[src/hdl/vefc_map.svh]
/*
  Register offsets, field positions and timing figures of the voice,
  envelope and filter control block.
  Assumes inclusion by bare name from the top module.
*/
`ifndef VEFC_MAP_SVH
`define VEFC_MAP_SVH

// Register offsets (5-bit register index)
`define VEFC_VOICE_REGS      5'h07
`define VEFC_OFS_FREQ_LO     3'h0
`define VEFC_OFS_FREQ_HI     3'h1
`define VEFC_OFS_PW_LO       3'h2
`define VEFC_OFS_PW_HI       3'h3
`define VEFC_OFS_CTRL        3'h4
`define VEFC_OFS_RISE_FALL   3'h5
`define VEFC_OFS_HOLD_FADE   3'h6
`define VEFC_REG_CUTOFF_LO   5'h15
`define VEFC_REG_CUTOFF_HI   5'h16
`define VEFC_REG_PEAK_ROUTE  5'h17
`define VEFC_REG_TYPE_LEVEL  5'h18
`define VEFC_REG_PADDLE_X    5'h19
`define VEFC_REG_PADDLE_Y    5'h1A
`define VEFC_REG_V3_WAVE     5'h1B
`define VEFC_REG_V3_ENV      5'h1C
`define VEFC_LAST_VOICE_REG  5'h14

// Control register bits
`define VEFC_CTRL_GATE       0
`define VEFC_CTRL_SYNC       1
`define VEFC_CTRL_RING       2
`define VEFC_CTRL_TEST       3
`define VEFC_CTRL_TRI        4
`define VEFC_CTRL_SAW        5
`define VEFC_CTRL_PULSE      6
`define VEFC_CTRL_NOISE      7

// Mode/level register bits
`define VEFC_MODE_LP         4
`define VEFC_MODE_BP         5
`define VEFC_MODE_HP         6
`define VEFC_MODE_V3_OFF     7

// Envelope
`define VEFC_ENV_PEAK        8'hFF
`define VEFC_ENV_STEPS       255
`define VEFC_LEVEL_SCALE     8'h11
`define VEFC_PADDLE_PERIOD   10'h200
`define VEFC_RESET_HOLD      10

// Full-scale rise times in microseconds at the 1 MHz reference clock
`define VEFC_RISE_US_0       2000
`define VEFC_RISE_US_1       8000
`define VEFC_RISE_US_2       16000
`define VEFC_RISE_US_3       24000
`define VEFC_RISE_US_4       38000
`define VEFC_RISE_US_5       56000
`define VEFC_RISE_US_6       68000
`define VEFC_RISE_US_7       80000
`define VEFC_RISE_US_8       100000
`define VEFC_RISE_US_9       250000
`define VEFC_RISE_US_10      500000
`define VEFC_RISE_US_11      800000
`define VEFC_RISE_US_12      1000000
`define VEFC_RISE_US_13      3000000
`define VEFC_RISE_US_14      5000000
`define VEFC_RISE_US_15      8000000
// Fall times are three times the rise time of the same code
`define VEFC_FALL_FACTOR     3

`endif

[src/hdl/vefc_pkg.sv]
/*
  Types shared by the voice, envelope and filter control block.
  Assumes vefc_map.svh on the include path.
*/
package vefc_pkg;

  typedef struct packed {
    logic [15:0] freq;
    logic [11:0] pw;
    logic [7:0]  ctrl;
    logic [7:0]  rise_fall;
    logic [7:0]  hold_fade;
  } vefc_voice_type;

  typedef struct packed {
    logic [10:0] cutoff;
    logic [3:0]  peaking_code;
    logic [3:0]  route;
    logic        lowpass_output_select;
    logic        bandpass_output_select;
    logic        highpass_output_select;
    logic        voice3_direct_off;
    logic [3:0]  master_level_code;
  } vefc_filter_type;

  typedef enum logic [1:0] {
    ENV_RISE,
    ENV_FALL_HOLD,
    ENV_FADE
  } vefc_env_state_type;

endpackage

[src/hdl/vefc_top.sv]
/*
  Three-voice envelope, oscillator-readback and filter control core with
  its parallel register port.
  Assumes synchronous inputs on MCLK_IN, an external analog filter fed
  from the filter settings and mix outputs, and a host that keeps
  SRST_IN high for at least ten clocks.
*/
// Summary of operation
// - Upper attack/decay nibble picks one of sixteen rise rates.
// - Lower attack/decay nibble picks one of sixteen fall-to-hold rates.
// - Rise codes give 2 ms to 8 s full scale at reference clock.
// - Fall and fade codes give 6 ms to 24 s full scale.
// - All envelope timing counts master clocks, scaling with clock rate.
// - Upper hold/fade nibble gives sixteen linear hold levels, 8 is half.
// - Envelope stays at hold level while gate stays set.
// - Lower hold/fade nibble picks fade rate, same table as fall.
// - Clearing gate anytime starts fade from the present amplitude.
// - Setting gate during fade restarts rise from the present amplitude.
// - Voice two uses next seven registers, synced by oscillator one.
// - Voice three uses following seven registers, synced by oscillator two.
// - Cutoff is eleven bits: low register bits 2..0 plus high register.
// - Upper peaking/routing nibble gives sixteen resonance settings.
// - Low four bits route voice one, two, three, external through filter.
// - Mode bits four to six enable low, band, high pass independently.
// - Mode bit seven removes voice three from the direct path.
// - Lower mode nibble scales the direct mix output in sixteen steps; the filter feed is unscaled.
// - Paddle X register holds converted value refreshed every 512 clocks.
// - Paddle Y register behaves the same for the second input.
// - Voice three readback returns top eight oscillator bits.
// - Readback follows the chosen voice three waveform shape.
// - Control bit zero is gate: one starts rise, zero starts fade.
// - Reset held ten clocks clears all registers and silences output.
// - Transfer only with select low and bus clock high; RW picks direction.
`timescale 1ns/1ps
`include "vefc_map.svh"

module vefc_top
  import vefc_pkg::*;
#(
  parameter int ENV_TIME_SCALE = 1
)
(
  input  wire logic        MCLK_IN,
  input  wire logic        SRST_IN,
  input  wire logic        PHI2_IN,
  input  wire logic        CS_N_IN,
  input  wire logic        RW_IN,
  input  wire logic [4:0]  ADDR_IN,
  input  wire logic [7:0]  DATA_IN,
  output logic      [7:0]  DATA_OUT,
  output logic             DATA_OE_N_OUT,
  input  wire logic [7:0]  PADDLE_X_INPUT_IN,
  input  wire logic [7:0]  PADDLE_Y_INPUT_IN,
  output vefc_filter_type  FILTER_CFG_OUT,
  output logic      [23:0] ENV_LEVEL_OUT,
  output logic      [9:0]  FILTER_FEED_OUT,
  output logic      [13:0] DIRECT_MIX_OUT
);

  localparam int CNT_W = 18;

  vefc_voice_type          voice_ff [3];
  vefc_filter_type         filter_ff;
  vefc_env_state_type      env_state_ff [3];
  logic [7:0]              env_ff [3];
  logic [CNT_W-1:0]        presc_ff [3];
  logic                    gate_q_ff [3];
  logic [23:0]             acc_ff [3];
  logic [22:0]             lfsr_ff [3];
  logic                    noise_clk_q_ff [3];
  logic                    src_msb_q_ff [3];
  logic [7:0]              wave [3];
  logic [7:0]              amp [3];
  logic [8:0]              paddle_cnt_ff;
  logic [7:0]              paddle_x_ff;
  logic [7:0]              paddle_y_ff;
  logic [7:0]              rd_data_ff;
  logic [7:0]              nxt_rd_data;
  logic                    xfer;
  logic                    wr_strobe;
  logic                    rd_strobe;
  logic [9:0]              nxt_feed;
  logic [13:0]             nxt_direct;
  logic [9:0]              feed_ff;
  logic [13:0]             direct_ff;

  // Rise step period in master clocks for a rate code
  function automatic logic [CNT_W-1:0] rise_period(input logic [3:0] code);
    int us;
    case (code)
      4'h0:    us = `VEFC_RISE_US_0;
      4'h1:    us = `VEFC_RISE_US_1;
      4'h2:    us = `VEFC_RISE_US_2;
      4'h3:    us = `VEFC_RISE_US_3;
      4'h4:    us = `VEFC_RISE_US_4;
      4'h5:    us = `VEFC_RISE_US_5;
      4'h6:    us = `VEFC_RISE_US_6;
      4'h7:    us = `VEFC_RISE_US_7;
      4'h8:    us = `VEFC_RISE_US_8;
      4'h9:    us = `VEFC_RISE_US_9;
      4'hA:    us = `VEFC_RISE_US_10;
      4'hB:    us = `VEFC_RISE_US_11;
      4'hC:    us = `VEFC_RISE_US_12;
      4'hD:    us = `VEFC_RISE_US_13;
      4'hE:    us = `VEFC_RISE_US_14;
      default: us = `VEFC_RISE_US_15;
    endcase
    // One master clock is one microsecond at the reference rate
    us = us / (`VEFC_ENV_STEPS * ENV_TIME_SCALE);
    if (us < 1)
    begin
      us = 1;
    end
    return CNT_W'(us);
  endfunction

  function automatic logic [CNT_W-1:0] fall_period(input logic [3:0] code);
    return CNT_W'(`VEFC_FALL_FACTOR * int'(rise_period(code)));
  endfunction

  // Voice index of a voice register address, 3 when not a voice register
  function automatic logic [1:0] voice_of(input logic [4:0] addr);
    if (addr > `VEFC_LAST_VOICE_REG)
    begin
      return 2'h3;
    end
    return 2'(addr / `VEFC_VOICE_REGS);
  endfunction

  function automatic logic [2:0] offset_of(input logic [4:0] addr);
    return 3'(addr % `VEFC_VOICE_REGS);
  endfunction

  // Bus clock high acts as an active-high select
  assign xfer      = !CS_N_IN && PHI2_IN;
  assign wr_strobe = xfer && !RW_IN;
  assign rd_strobe = xfer && RW_IN;

  // Voice register images; writes repeat harmlessly while strobe is held
  always_ff @(posedge MCLK_IN)
  begin
    for (int v = 0; v < 3; v++)
    begin
      if (SRST_IN)
      begin
        voice_ff[v] <= '0;
      end
      else if (wr_strobe && voice_of(ADDR_IN) == 2'(v))
      begin
        case (offset_of(ADDR_IN))
          `VEFC_OFS_FREQ_LO:   voice_ff[v].freq[7:0]  <= DATA_IN;
          `VEFC_OFS_FREQ_HI:   voice_ff[v].freq[15:8] <= DATA_IN;
          `VEFC_OFS_PW_LO:     voice_ff[v].pw[7:0]    <= DATA_IN;
          `VEFC_OFS_PW_HI:     voice_ff[v].pw[11:8]   <= DATA_IN[3:0];
          `VEFC_OFS_CTRL:      voice_ff[v].ctrl       <= DATA_IN;
          `VEFC_OFS_RISE_FALL: voice_ff[v].rise_fall  <= DATA_IN;
          default:             voice_ff[v].hold_fade  <= DATA_IN;
        endcase
      end
    end
  end

  // Filter and output control image
  always_ff @(posedge MCLK_IN)
  begin
    if (SRST_IN)
    begin
      filter_ff <= '0;
    end
    else if (wr_strobe)
    begin
      case (ADDR_IN)
        `VEFC_REG_CUTOFF_LO:
          filter_ff.cutoff[2:0] <= DATA_IN[2:0];
        `VEFC_REG_CUTOFF_HI:
          filter_ff.cutoff[10:3] <= DATA_IN;
        `VEFC_REG_PEAK_ROUTE:
        begin
          filter_ff.peaking_code <= DATA_IN[7:4];
          filter_ff.route        <= DATA_IN[3:0];
        end
        `VEFC_REG_TYPE_LEVEL:
        begin
          filter_ff.lowpass_output_select  <= DATA_IN[`VEFC_MODE_LP];
          filter_ff.bandpass_output_select <= DATA_IN[`VEFC_MODE_BP];
          filter_ff.highpass_output_select <= DATA_IN[`VEFC_MODE_HP];
          filter_ff.voice3_direct_off      <= DATA_IN[`VEFC_MODE_V3_OFF];
          filter_ff.master_level_code      <= DATA_IN[3:0];
        end
        default:
        begin
          // Read-only and unused locations ignore writes
        end
      endcase
    end
  end

  genvar g;
  generate
    for (g = 0; g < 3; g++)
    begin : gen_voice
      // Sync and ring source is the previous oscillator, voice one uses three
      localparam int SRC = (g + 2) % 3;
      logic [3:0] rise_rate_code;
      logic [3:0] fall_rate_code;
      logic [3:0] hold_level_code;
      logic [3:0] fade_rate_code;
      logic [7:0] hold_level;
      logic       gate;
      logic [CNT_W-1:0] period;
      logic       step;
      logic       src_msb;
      logic       tri_msb;
      logic [7:0] tri_w;
      logic [7:0] saw_w;
      logic [7:0] pulse_w;
      logic [7:0] noise_w;
      logic [7:0] sel;
      logic [15:0] prod;

      assign rise_rate_code  = voice_ff[g].rise_fall[7:4];
      assign fall_rate_code  = voice_ff[g].rise_fall[3:0];
      assign hold_level_code = voice_ff[g].hold_fade[7:4];
      assign fade_rate_code  = voice_ff[g].hold_fade[3:0];
      assign hold_level = 8'(hold_level_code * `VEFC_LEVEL_SCALE);
      assign gate = voice_ff[g].ctrl[`VEFC_CTRL_GATE];

      always_comb
      begin
        case (env_state_ff[g])
          ENV_RISE:      period = rise_period(rise_rate_code);
          ENV_FALL_HOLD: period = fall_period(fall_rate_code);
          default:       period = fall_period(fade_rate_code);
        endcase
      end

      // Prescaler counts master clocks, so rates scale with the clock
      assign step = presc_ff[g] >= period - CNT_W'(1);

      always_ff @(posedge MCLK_IN)
      begin
        if (SRST_IN || step || (gate != gate_q_ff[g]))
        begin
          presc_ff[g] <= '0;
        end
        else
        begin
          presc_ff[g] <= presc_ff[g] + CNT_W'(1);
        end
      end

      always_ff @(posedge MCLK_IN)
      begin
        if (SRST_IN)
        begin
          gate_q_ff[g] <= 1'b0;
        end
        else
        begin
          gate_q_ff[g] <= gate;
        end
      end

      // Phase changes keep the amplitude, so no jump on re-gating
      always_ff @(posedge MCLK_IN)
      begin
        if (SRST_IN)
        begin
          env_state_ff[g] <= ENV_FADE;
          env_ff[g]       <= 8'h00;
        end
        else if (gate && !gate_q_ff[g])
        begin
          env_state_ff[g] <= ENV_RISE;
        end
        else if (!gate && gate_q_ff[g])
        begin
          env_state_ff[g] <= ENV_FADE;
        end
        else if (step)
        begin
          case (env_state_ff[g])
            ENV_RISE:
            begin
              if (env_ff[g] == `VEFC_ENV_PEAK)
              begin
                env_state_ff[g] <= ENV_FALL_HOLD;
              end
              else
              begin
                env_ff[g] <= env_ff[g] + 8'h01;
              end
            end
            ENV_FALL_HOLD:
            begin
              if (env_ff[g] > hold_level)
              begin
                env_ff[g] <= env_ff[g] - 8'h01;
              end
              // Otherwise rests at hold level until the gate drops
            end
            ENV_FADE:
            begin
              if (env_ff[g] != 8'h00)
              begin
                env_ff[g] <= env_ff[g] - 8'h01;
              end
            end
            default:
            begin
              env_state_ff[g] <= ENV_FADE;
            end
          endcase
        end
      end

      // Phase accumulator with hard sync and test hold
      assign src_msb = acc_ff[SRC][23];
      always_ff @(posedge MCLK_IN)
      begin
        if (SRST_IN)
        begin
          acc_ff[g]       <= '0;
          src_msb_q_ff[g] <= 1'b0;
        end
        else
        begin
          src_msb_q_ff[g] <= src_msb;
          if (voice_ff[g].ctrl[`VEFC_CTRL_TEST] ||
              (voice_ff[g].ctrl[`VEFC_CTRL_SYNC] && src_msb && !src_msb_q_ff[g]))
          begin
            acc_ff[g] <= '0;
          end
          else
          begin
            acc_ff[g] <= acc_ff[g] + {8'h00, voice_ff[g].freq};
          end
        end
      end

      // Noise shift register clocked by accumulator bit 19
      always_ff @(posedge MCLK_IN)
      begin
        if (SRST_IN || voice_ff[g].ctrl[`VEFC_CTRL_TEST])
        begin
          lfsr_ff[g]        <= 23'h7FFFFF;
          noise_clk_q_ff[g] <= 1'b0;
        end
        else
        begin
          noise_clk_q_ff[g] <= acc_ff[g][19];
          if (acc_ff[g][19] && !noise_clk_q_ff[g])
          begin
            lfsr_ff[g] <= {lfsr_ff[g][21:0], lfsr_ff[g][22] ^ lfsr_ff[g][17]};
          end
        end
      end

      // Waveforms; several selected combine by AND
      assign tri_msb = acc_ff[g][23] ^ (voice_ff[g].ctrl[`VEFC_CTRL_RING] && src_msb);
      assign tri_w   = tri_msb ? ~acc_ff[g][22:15] : acc_ff[g][22:15];
      assign saw_w   = acc_ff[g][23:16];
      assign pulse_w = (acc_ff[g][23:12] >= voice_ff[g].pw) ? 8'hFF : 8'h00;
      assign noise_w = {lfsr_ff[g][22], lfsr_ff[g][20], lfsr_ff[g][16],
                        lfsr_ff[g][13], lfsr_ff[g][11], lfsr_ff[g][7],
                        lfsr_ff[g][4], lfsr_ff[g][2]};

      always_comb
      begin
        sel = 8'hFF;
        if (voice_ff[g].ctrl[`VEFC_CTRL_TRI])
        begin
          sel = sel & tri_w;
        end
        if (voice_ff[g].ctrl[`VEFC_CTRL_SAW])
        begin
          sel = sel & saw_w;
        end
        if (voice_ff[g].ctrl[`VEFC_CTRL_PULSE])
        begin
          sel = sel & pulse_w;
        end
        if (voice_ff[g].ctrl[`VEFC_CTRL_NOISE])
        begin
          sel = sel & noise_w;
        end
        if (voice_ff[g].ctrl[7:4] == 4'h0)
        begin
          sel = 8'h00;
        end
      end
      assign wave[g] = sel;

      assign prod   = wave[g] * env_ff[g];
      assign amp[g] = prod[15:8];
      assign ENV_LEVEL_OUT[g*8 +: 8] = env_ff[g];
    end
  endgenerate

  // Paddle values refreshed on a fixed 512-clock frame
  always_ff @(posedge MCLK_IN)
  begin
    if (SRST_IN)
    begin
      paddle_cnt_ff <= '0;
      paddle_x_ff   <= 8'h00;
      paddle_y_ff   <= 8'h00;
    end
    else
    begin
      paddle_cnt_ff <= paddle_cnt_ff + 9'h001;
      if (paddle_cnt_ff == 9'(`VEFC_PADDLE_PERIOD - 10'h001))
      begin
        paddle_x_ff <= PADDLE_X_INPUT_IN;
        paddle_y_ff <= PADDLE_Y_INPUT_IN;
      end
    end
  end

  always_comb
  begin
    case (ADDR_IN)
      `VEFC_REG_PADDLE_X: nxt_rd_data = paddle_x_ff;
      `VEFC_REG_PADDLE_Y: nxt_rd_data = paddle_y_ff;
      `VEFC_REG_V3_WAVE:  nxt_rd_data = wave[2];
      `VEFC_REG_V3_ENV:   nxt_rd_data = env_ff[2];
      default:            nxt_rd_data = 8'h00;
    endcase
  end

  always_ff @(posedge MCLK_IN)
  begin
    if (SRST_IN)
    begin
      rd_data_ff <= 8'h00;
    end
    else
    begin
      rd_data_ff <= nxt_rd_data;
    end
  end

  assign DATA_OUT      = rd_data_ff;
  assign DATA_OE_N_OUT = !(rd_strobe && !SRST_IN);
  assign FILTER_CFG_OUT = filter_ff;

  // Digital mixes: routed voices feed the filter, the rest go direct unless mode bit seven drops voice three
  always_comb
  begin
    logic [9:0] direct;
    direct   = 10'h000;
    nxt_feed = 10'h000;
    for (int v = 0; v < 3; v++)
    begin
      if (filter_ff.route[v])
      begin
        nxt_feed = nxt_feed + {2'b00, amp[v]};
      end
      else if (!(v == 2 && filter_ff.voice3_direct_off))
      begin
        direct = direct + {2'b00, amp[v]};
      end
    end
    nxt_direct = direct * filter_ff.master_level_code;
  end

  // Mixes leave through flops, so setting changes show one clock later
  always_ff @(posedge MCLK_IN)
  begin
    if (SRST_IN)
    begin
      feed_ff   <= 10'h000;
      direct_ff <= 14'h0000;
    end
    else
    begin
      feed_ff   <= nxt_feed;
      direct_ff <= nxt_direct;
    end
  end

  assign FILTER_FEED_OUT = feed_ff;
  assign DIRECT_MIX_OUT  = direct_ff;

endmodule

[config.mk]
export PLATFORM = sky130hd
export DESIGN_NAME = vefc_top
export DESIGN_NICKNAME = d
export VERILOG_FILES = /design/src/hdl/vefc_pkg.sv /design/src/hdl/vefc_top.sv
export VERILOG_INCLUDE_DIRS = /design/src /design/src/hdl
export SDC_FILE = /design/constraint.sdc
export NUM_CORES = 2
export LEC_CHECK = 0
export BUFFER_PORTS_ARGS = -buffer_cell sky130_fd_sc_hd__buf_4
export CORE_ASPECT_RATIO = 0.6
export CORE_MARGIN = 2
export CORE_UTILIZATION = 45
export DETAILED_ROUTE_END_ITERATION = 7
export PLACE_DENSITY_LB_ADDON = 0.3
export SYNTH_ARGS = -nofsm -noshare
export SYNTH_HDL_FRONTEND = slang
export SYNTH_MEMORY_MAX_BITS = 65536
export SYNTH_SLANG_ARGS = --single-unit
[constraint.sdc]
create_clock -name MCLK_IN -period 13.4 [get_ports MCLK_IN]
set_input_delay 0.67 -clock MCLK_IN [delete_from_list [all_inputs] [get_ports MCLK_IN]]
set_output_delay 0.67 -clock MCLK_IN [all_outputs]
set_load 0.02 [all_outputs]
# Word level (Yosys, flattened, before mapping)
# Memory sizes are Yosys's and may differ from the RTL's.
# Index checks and enable logic that the tools add are counted.
[word_totals]
reg_bits = 84
latchBits = 0
mem_bits_rw = 390
romBits = 2736
inputBits = 34
output_inout_bits = 84
word_cells = 645
n_memories = 18
[mem_list]
columns = ["memory", "words", "width", "rd", "rd_clocked_by_memory_dff", "wr", "line", "text"]
rows = [
  ["(name not given)", 16, 19, 1, 0, 0, "vefc_top.sv:90", "case (code)"],
  ["(name not given)", 16, 19, 1, 0, 0, "vefc_top.sv:90", ""],
  ["(name not given)", 16, 19, 1, 0, 0, "vefc_top.sv:90", ""],
  ["(name not given)", 16, 19, 1, 0, 0, "vefc_top.sv:90", ""],
  ["(name not given)", 16, 19, 1, 0, 0, "vefc_top.sv:90", ""],
  ["(name not given)", 16, 19, 1, 0, 0, "vefc_top.sv:90", ""],
  ["+12 memories", "--", "--", "--", "--", "--", "--", ""],
]
[op_classes]
addsub = 20
mul = 13
div_mod_pow = 11
magnitude_cmp = 19
n_eq_ne = 28
shift = 0
mux = 365
n_bitwise = 81
n_reduce_logical = 75
[op_table]
columns = ["cell", "n"]
rows = [
  ["$mux 8", 50],
  ["$mux 18", 18],
  ["$div 32x9->32 const B", 9],
  ["$lt 32x2->1 const B", 9],
  ["$mux 32", 9],
  ["$mux 1", 252],
  ["$mux 24", 6],
  ["$mul 2x18->18 const A", 6],
  ["$pmux 18 s2", 3],
  ["$add 24x16->24", 3],
  ["$and 8x8->8", 9],
  ["$mux 23", 3],
  ["$or 1x1->1", 63],
  ["$add 18x1->18 const B", 3],
  ["$ge 18x18->1", 3],
  ["$sub 18x1->18 const B", 3],
  ["$mux 10", 5],
  ["$mul 8x8->16", 3],
  ["$add 10x8->10", 4],
  ["$eq 5x5->1 const B", 8],
  ["$ge 12x12->1", 3],
  ["$pmux 8 s4", 1],
  ["$mux 2", 15],
  ["$logic_and 1x1->1", 25],
  ["other kinds (30)", 99],
]

# Depth between registers and ports, before layout
# An unclocked memory read counts as a cell.
[logic_depth]
ltp_word = 20
ltp_mapped = 73
ltp_nobuf = 70

# Worst setup path before layout
# OpenSTA, ideal clock, no wires.
[synth_path]
path_kind = "register to register"
start = "memory voice_ff[1][9] (netlist bit)"
end = "memory env_ff[1][3], data pin"
setup_ps = 269
t_arrival_ps = 13913
required_time_ps = 13131
setup_slack_ps = -783
stages_incl_launch_ff = 70
cell_sequence = "edfxtp_1 buf_6 buf_2 inv_1 ha_1 buf_4 or4b_4 o211ai_2 xnor2_1 o31ai_2 a21boi_1 a21oi_2 a2111oi_1 nand3b_1 a2111oi_4 a21oi_1 xnor2_1 ha_1 [... 34 more ...] a21o_1 a21o_1 a21o_1 a21o_1 a21o_1 a21o_1 a21o_1 a21o_1 a21o_1 a21o_1 a21o_1 a21oi_1 or3_1 or3_1 clkbuf_1 nor2_1 o21ai_0 o211ai_1"
[synth_lines]
columns = ["element", "line", "text"]
rows = [
  ["from (decl)", "vefc_top.sv:62", "vefc_voice_type voice_ff [3];"],
  ["to (decl)", "vefc_top.sv:65", "logic [7:0] env_ff [3];"],
]

==> flow_metrics.tcl <==
set metrics [dict create \
    vias 51500 \
    layout.nets 7685 \
    yosys.cell_types.count 150 \
    die_area_sq_um 126000 \
    grt_start_max_net_pins 49 \
    synth-seq-cells 474 \
    seq_power_share_pct 22.2 \
    clk_pin_slew_ns 0.07 \
    synth_top_family_by_area "simple AND/OR/NAND/NOR gates" \
    synth_xor_xnor_area_share_pct 7.50 \
    syn2layout_area_growth_pct 14.8 \
    drive_above_1_share_pct 14.9 \
    fp.dieH_microns 276 \
    ys_seq_area_share_pct 23.1 \
    path_max_fanout 7 \
    combPwrFrac_pct 56.9 \
    fmax_ghz 0.0770 \
    final_common_cell "nor2_1" \
    ir_drop_uv 168 \
    crit_path_max_incr_delay_ns 0.57 \
    grt-ovfl-total 0 \
    ys.flop_type "edfxtp_1" \
    p_sw_share_pct 43.4 \
    crit_family "compound AO/OA/AOI/OAI gates" \
    outcome "complete, no violations" \
    finalSetupViolCount 0 \
    setup_ws_ns 0.414 \
    synth.avg_cell_area_sq_um 8.32 \
    finalMaxSlewViolations 0 \
    placed_cells 8474 \
    grt_pass1_vias 46300 \
    synth.area.mux_share_pct 3.21 \
    fin_hold_ws_ns 0.272 \
    clkPwrFrac_pct 20.8 \
    firstDrtPassIters 6 \
    post-route-period-util_pct 96.9 \
    synth-compound-area-share_pct 21.2 \
    gp_congestion 0.961 \
    io_buffers 117 \
    hold_path.class "in2reg" \
    synthAdderAreaFrac_pct 16.6 \
    yosysWarnings 0 \
    hold_violations 0 \
    cts_max_path_buffers 3 \
    vias_per_cell 5.94 \
    drtAntennaViolNets 0 \
    numCtsBuffers 51 \
    cp_slowest_cell "or4_4" \
    synthSimpleGateAreaFrac_pct 23.2 \
    boundaryPins 118 \
    crit_arrival_ns 13.34 \
    startpoint_type "flop" \
    grt_usage_pct 25.5 \
    end_kind "flop" \
    finalSetupTns_ns 0 \
    power.leakage_nw 26.7 \
    grt_pass1_wl_microns 261000 \
    hpwl_microns 129000 \
    finalCriticalPeriod_ns 12.99 \
    layout.cells.non_filler 8672 \
    routed_wl_microns 169000 \
    row_count 99 \
    drcViolationCount 0 \
    synth-edff-count 327 \
    worstMarginPinSlew_ns 1.26 \
    root_buffer "clkbuf_16" \
    first_iter_violations 5188 \
    internal_power_w 0.00429 \
    insertion_delay_ns 0.67 \
    antenna_found_initial 7 \
    num-fill-cells 11200 \
    coreArea_sq_um 122000 \
    synth_area_sq_um 55300 \
    crit_top_cell "a21o_1" \
    maxCapViolCount 0 \
    wire_per_inst_microns 19.4 \
    ctsHoldBuffers 0 \
    crit_buf_inv 6 \
    synthArstFlopShare_pct 0 \
    cts.htree.levels 2 \
    critical_path_class "reg2reg" \
    fin_area_sq_um 63500 \
    dpl_cell_area_sq_um 59500 \
    powerDensity_nw_per_um2 119 \
    skew_ns 0.0504 \
    place_ws_ns -0.399 \
    die_w_microns 457 \
    relSlewSlack_pct 14.8 \
    initial_core_util_pct 45.5 \
    cp.required_ns 13.75 \
    power.switching_w 0.00328 \
    clkSinkCount 474 \
    cts_tree "done" \
    final_cell_mix "nor2_1 (547), nand2_1 (545), ha_1 (480)" \
    syn_inst 6650 \
]
==> cells in the mapped netlist, types with 131 or more instances <==
library cell / number / area [sq um]
edfxtp_1: 327 / 9820
fa_1: 131 / 2620
xor2_1: 165 / 1450
nand2_1: 553 / 2080
nor3_1: 137 / 686
nor2_1: 552 / 2070
o21ai_0: 251 / 1260
a21oi_1: 366 / 1830
dfxtp_1: 147 / 2940
nand3_1: 197 / 986
nand2b_1: 165 / 1030
inv_1: 484 / 1820
xnor2_1: 303 / 2650
and2_1: 305 / 1910
ha_1: 511 / 6390
a21o_1: 164 / 1230
clkbuf_1: 175 / 657
==> layout make-up <==
cell class	count	area, sq um	share of cell area [%]
multi-input combinational	5533	41600	65.5
sequential	474	12800	20.1
timing repair buffer	458	3480	5.48
tap	1616	2020	3.18
inverter	491	1850	2.91
clock buffer	62	1410	2.22
clock inverter	34	399	0.628
antenna	4	10.0	0.0158
==> power by group through the flow <==
stage	combinational (W)	clock (W)	sequential, W
finish	0.00431	0.00158	0.00168
global route	0.00473	0.00166	0.00169
CTS	0.00398	0.00160	0.00168
detailed placement	0.00393	0	0.00171
global placement	0.00385	0	0.00171
floorplan	0.00296	0	0.00168
==> logic make-up (layout without fill, tap and decap cells) <==
family          Yosys count  count (layout)
compound gates         1676            1677
simple gates           2478            2479
mux                     162             162
flops                   474             474
xor+xnor                470             470
other cells               2              91
fa+ha+maj               658             658
buf+inv                 730            1045
==> worst paths after layout <==
kind,endpoint,cells after the start,start,slack [ns]
worst min-delay path,paddle_y_ff[4],3,PADDLE_Y_INPUT_IN[4],0.27
worst min register to register,paddle_cnt_ff[0],1,paddle_cnt_ff[0],0.45
worst max-delay path,env_ff[1][6],63,voice_ff[1][9],0.41
worst max register to register,env_ff[1][6],63,voice_ff[1][9],0.41
==> per-stage QoR <==
| stage | util, % | power (W) |
|---|---|---|
| 2_1_floorplan | - | 0.00464 |
| 3_3_place_gp | 48.9 | 0.00557 |
| 3_5_place_dp | 48.9 | 0.00564 |
| 4_1_cts | 50.6 | 0.00727 |
| 5_1_grt | 52.2 | 0.00807 |
| 6_report | 52.2 | 0.00757 |
==> flip-flops by register name, indices dropped and copies added (netlist names), 9 cells and up <==
signal and flops:
voice_ff 156, acc_ff 72, lfsr_ff 69, presc_ff 54, FILTER_CFG_OUT 27, env_ff 24
DIRECT_MIX_OUT 14, FILTER_FEED_OUT 10, paddle_cnt_ff 9
==> worst min-delay path, delay by kind of cell <==
| family | cells | cell delay (ns) |
|---|---|---|
| simple gates | 1 | 0.07 |
| mux | 1 | 0.05 |
| buf+inv | 1 | 0.08 |
==> what timing repair did <==
action	in CTS	in global routing
endpoints found under the setup margin	52	115
pin swaps	6	82
buffers inserted	9	87
gates resized for setup	39	287
gates cloned	0	2
==> metal layers <==
metal	GRT usage [%]	routed length [microns]	up-vias
li1	-	-	24600
met1	40.8	83400	24600
met2	34.6	66100	2110
met3	4.80	16000	175
met4	4.93	3050	2
met5	0	10	-
Power figures use the tool's default switching activity.
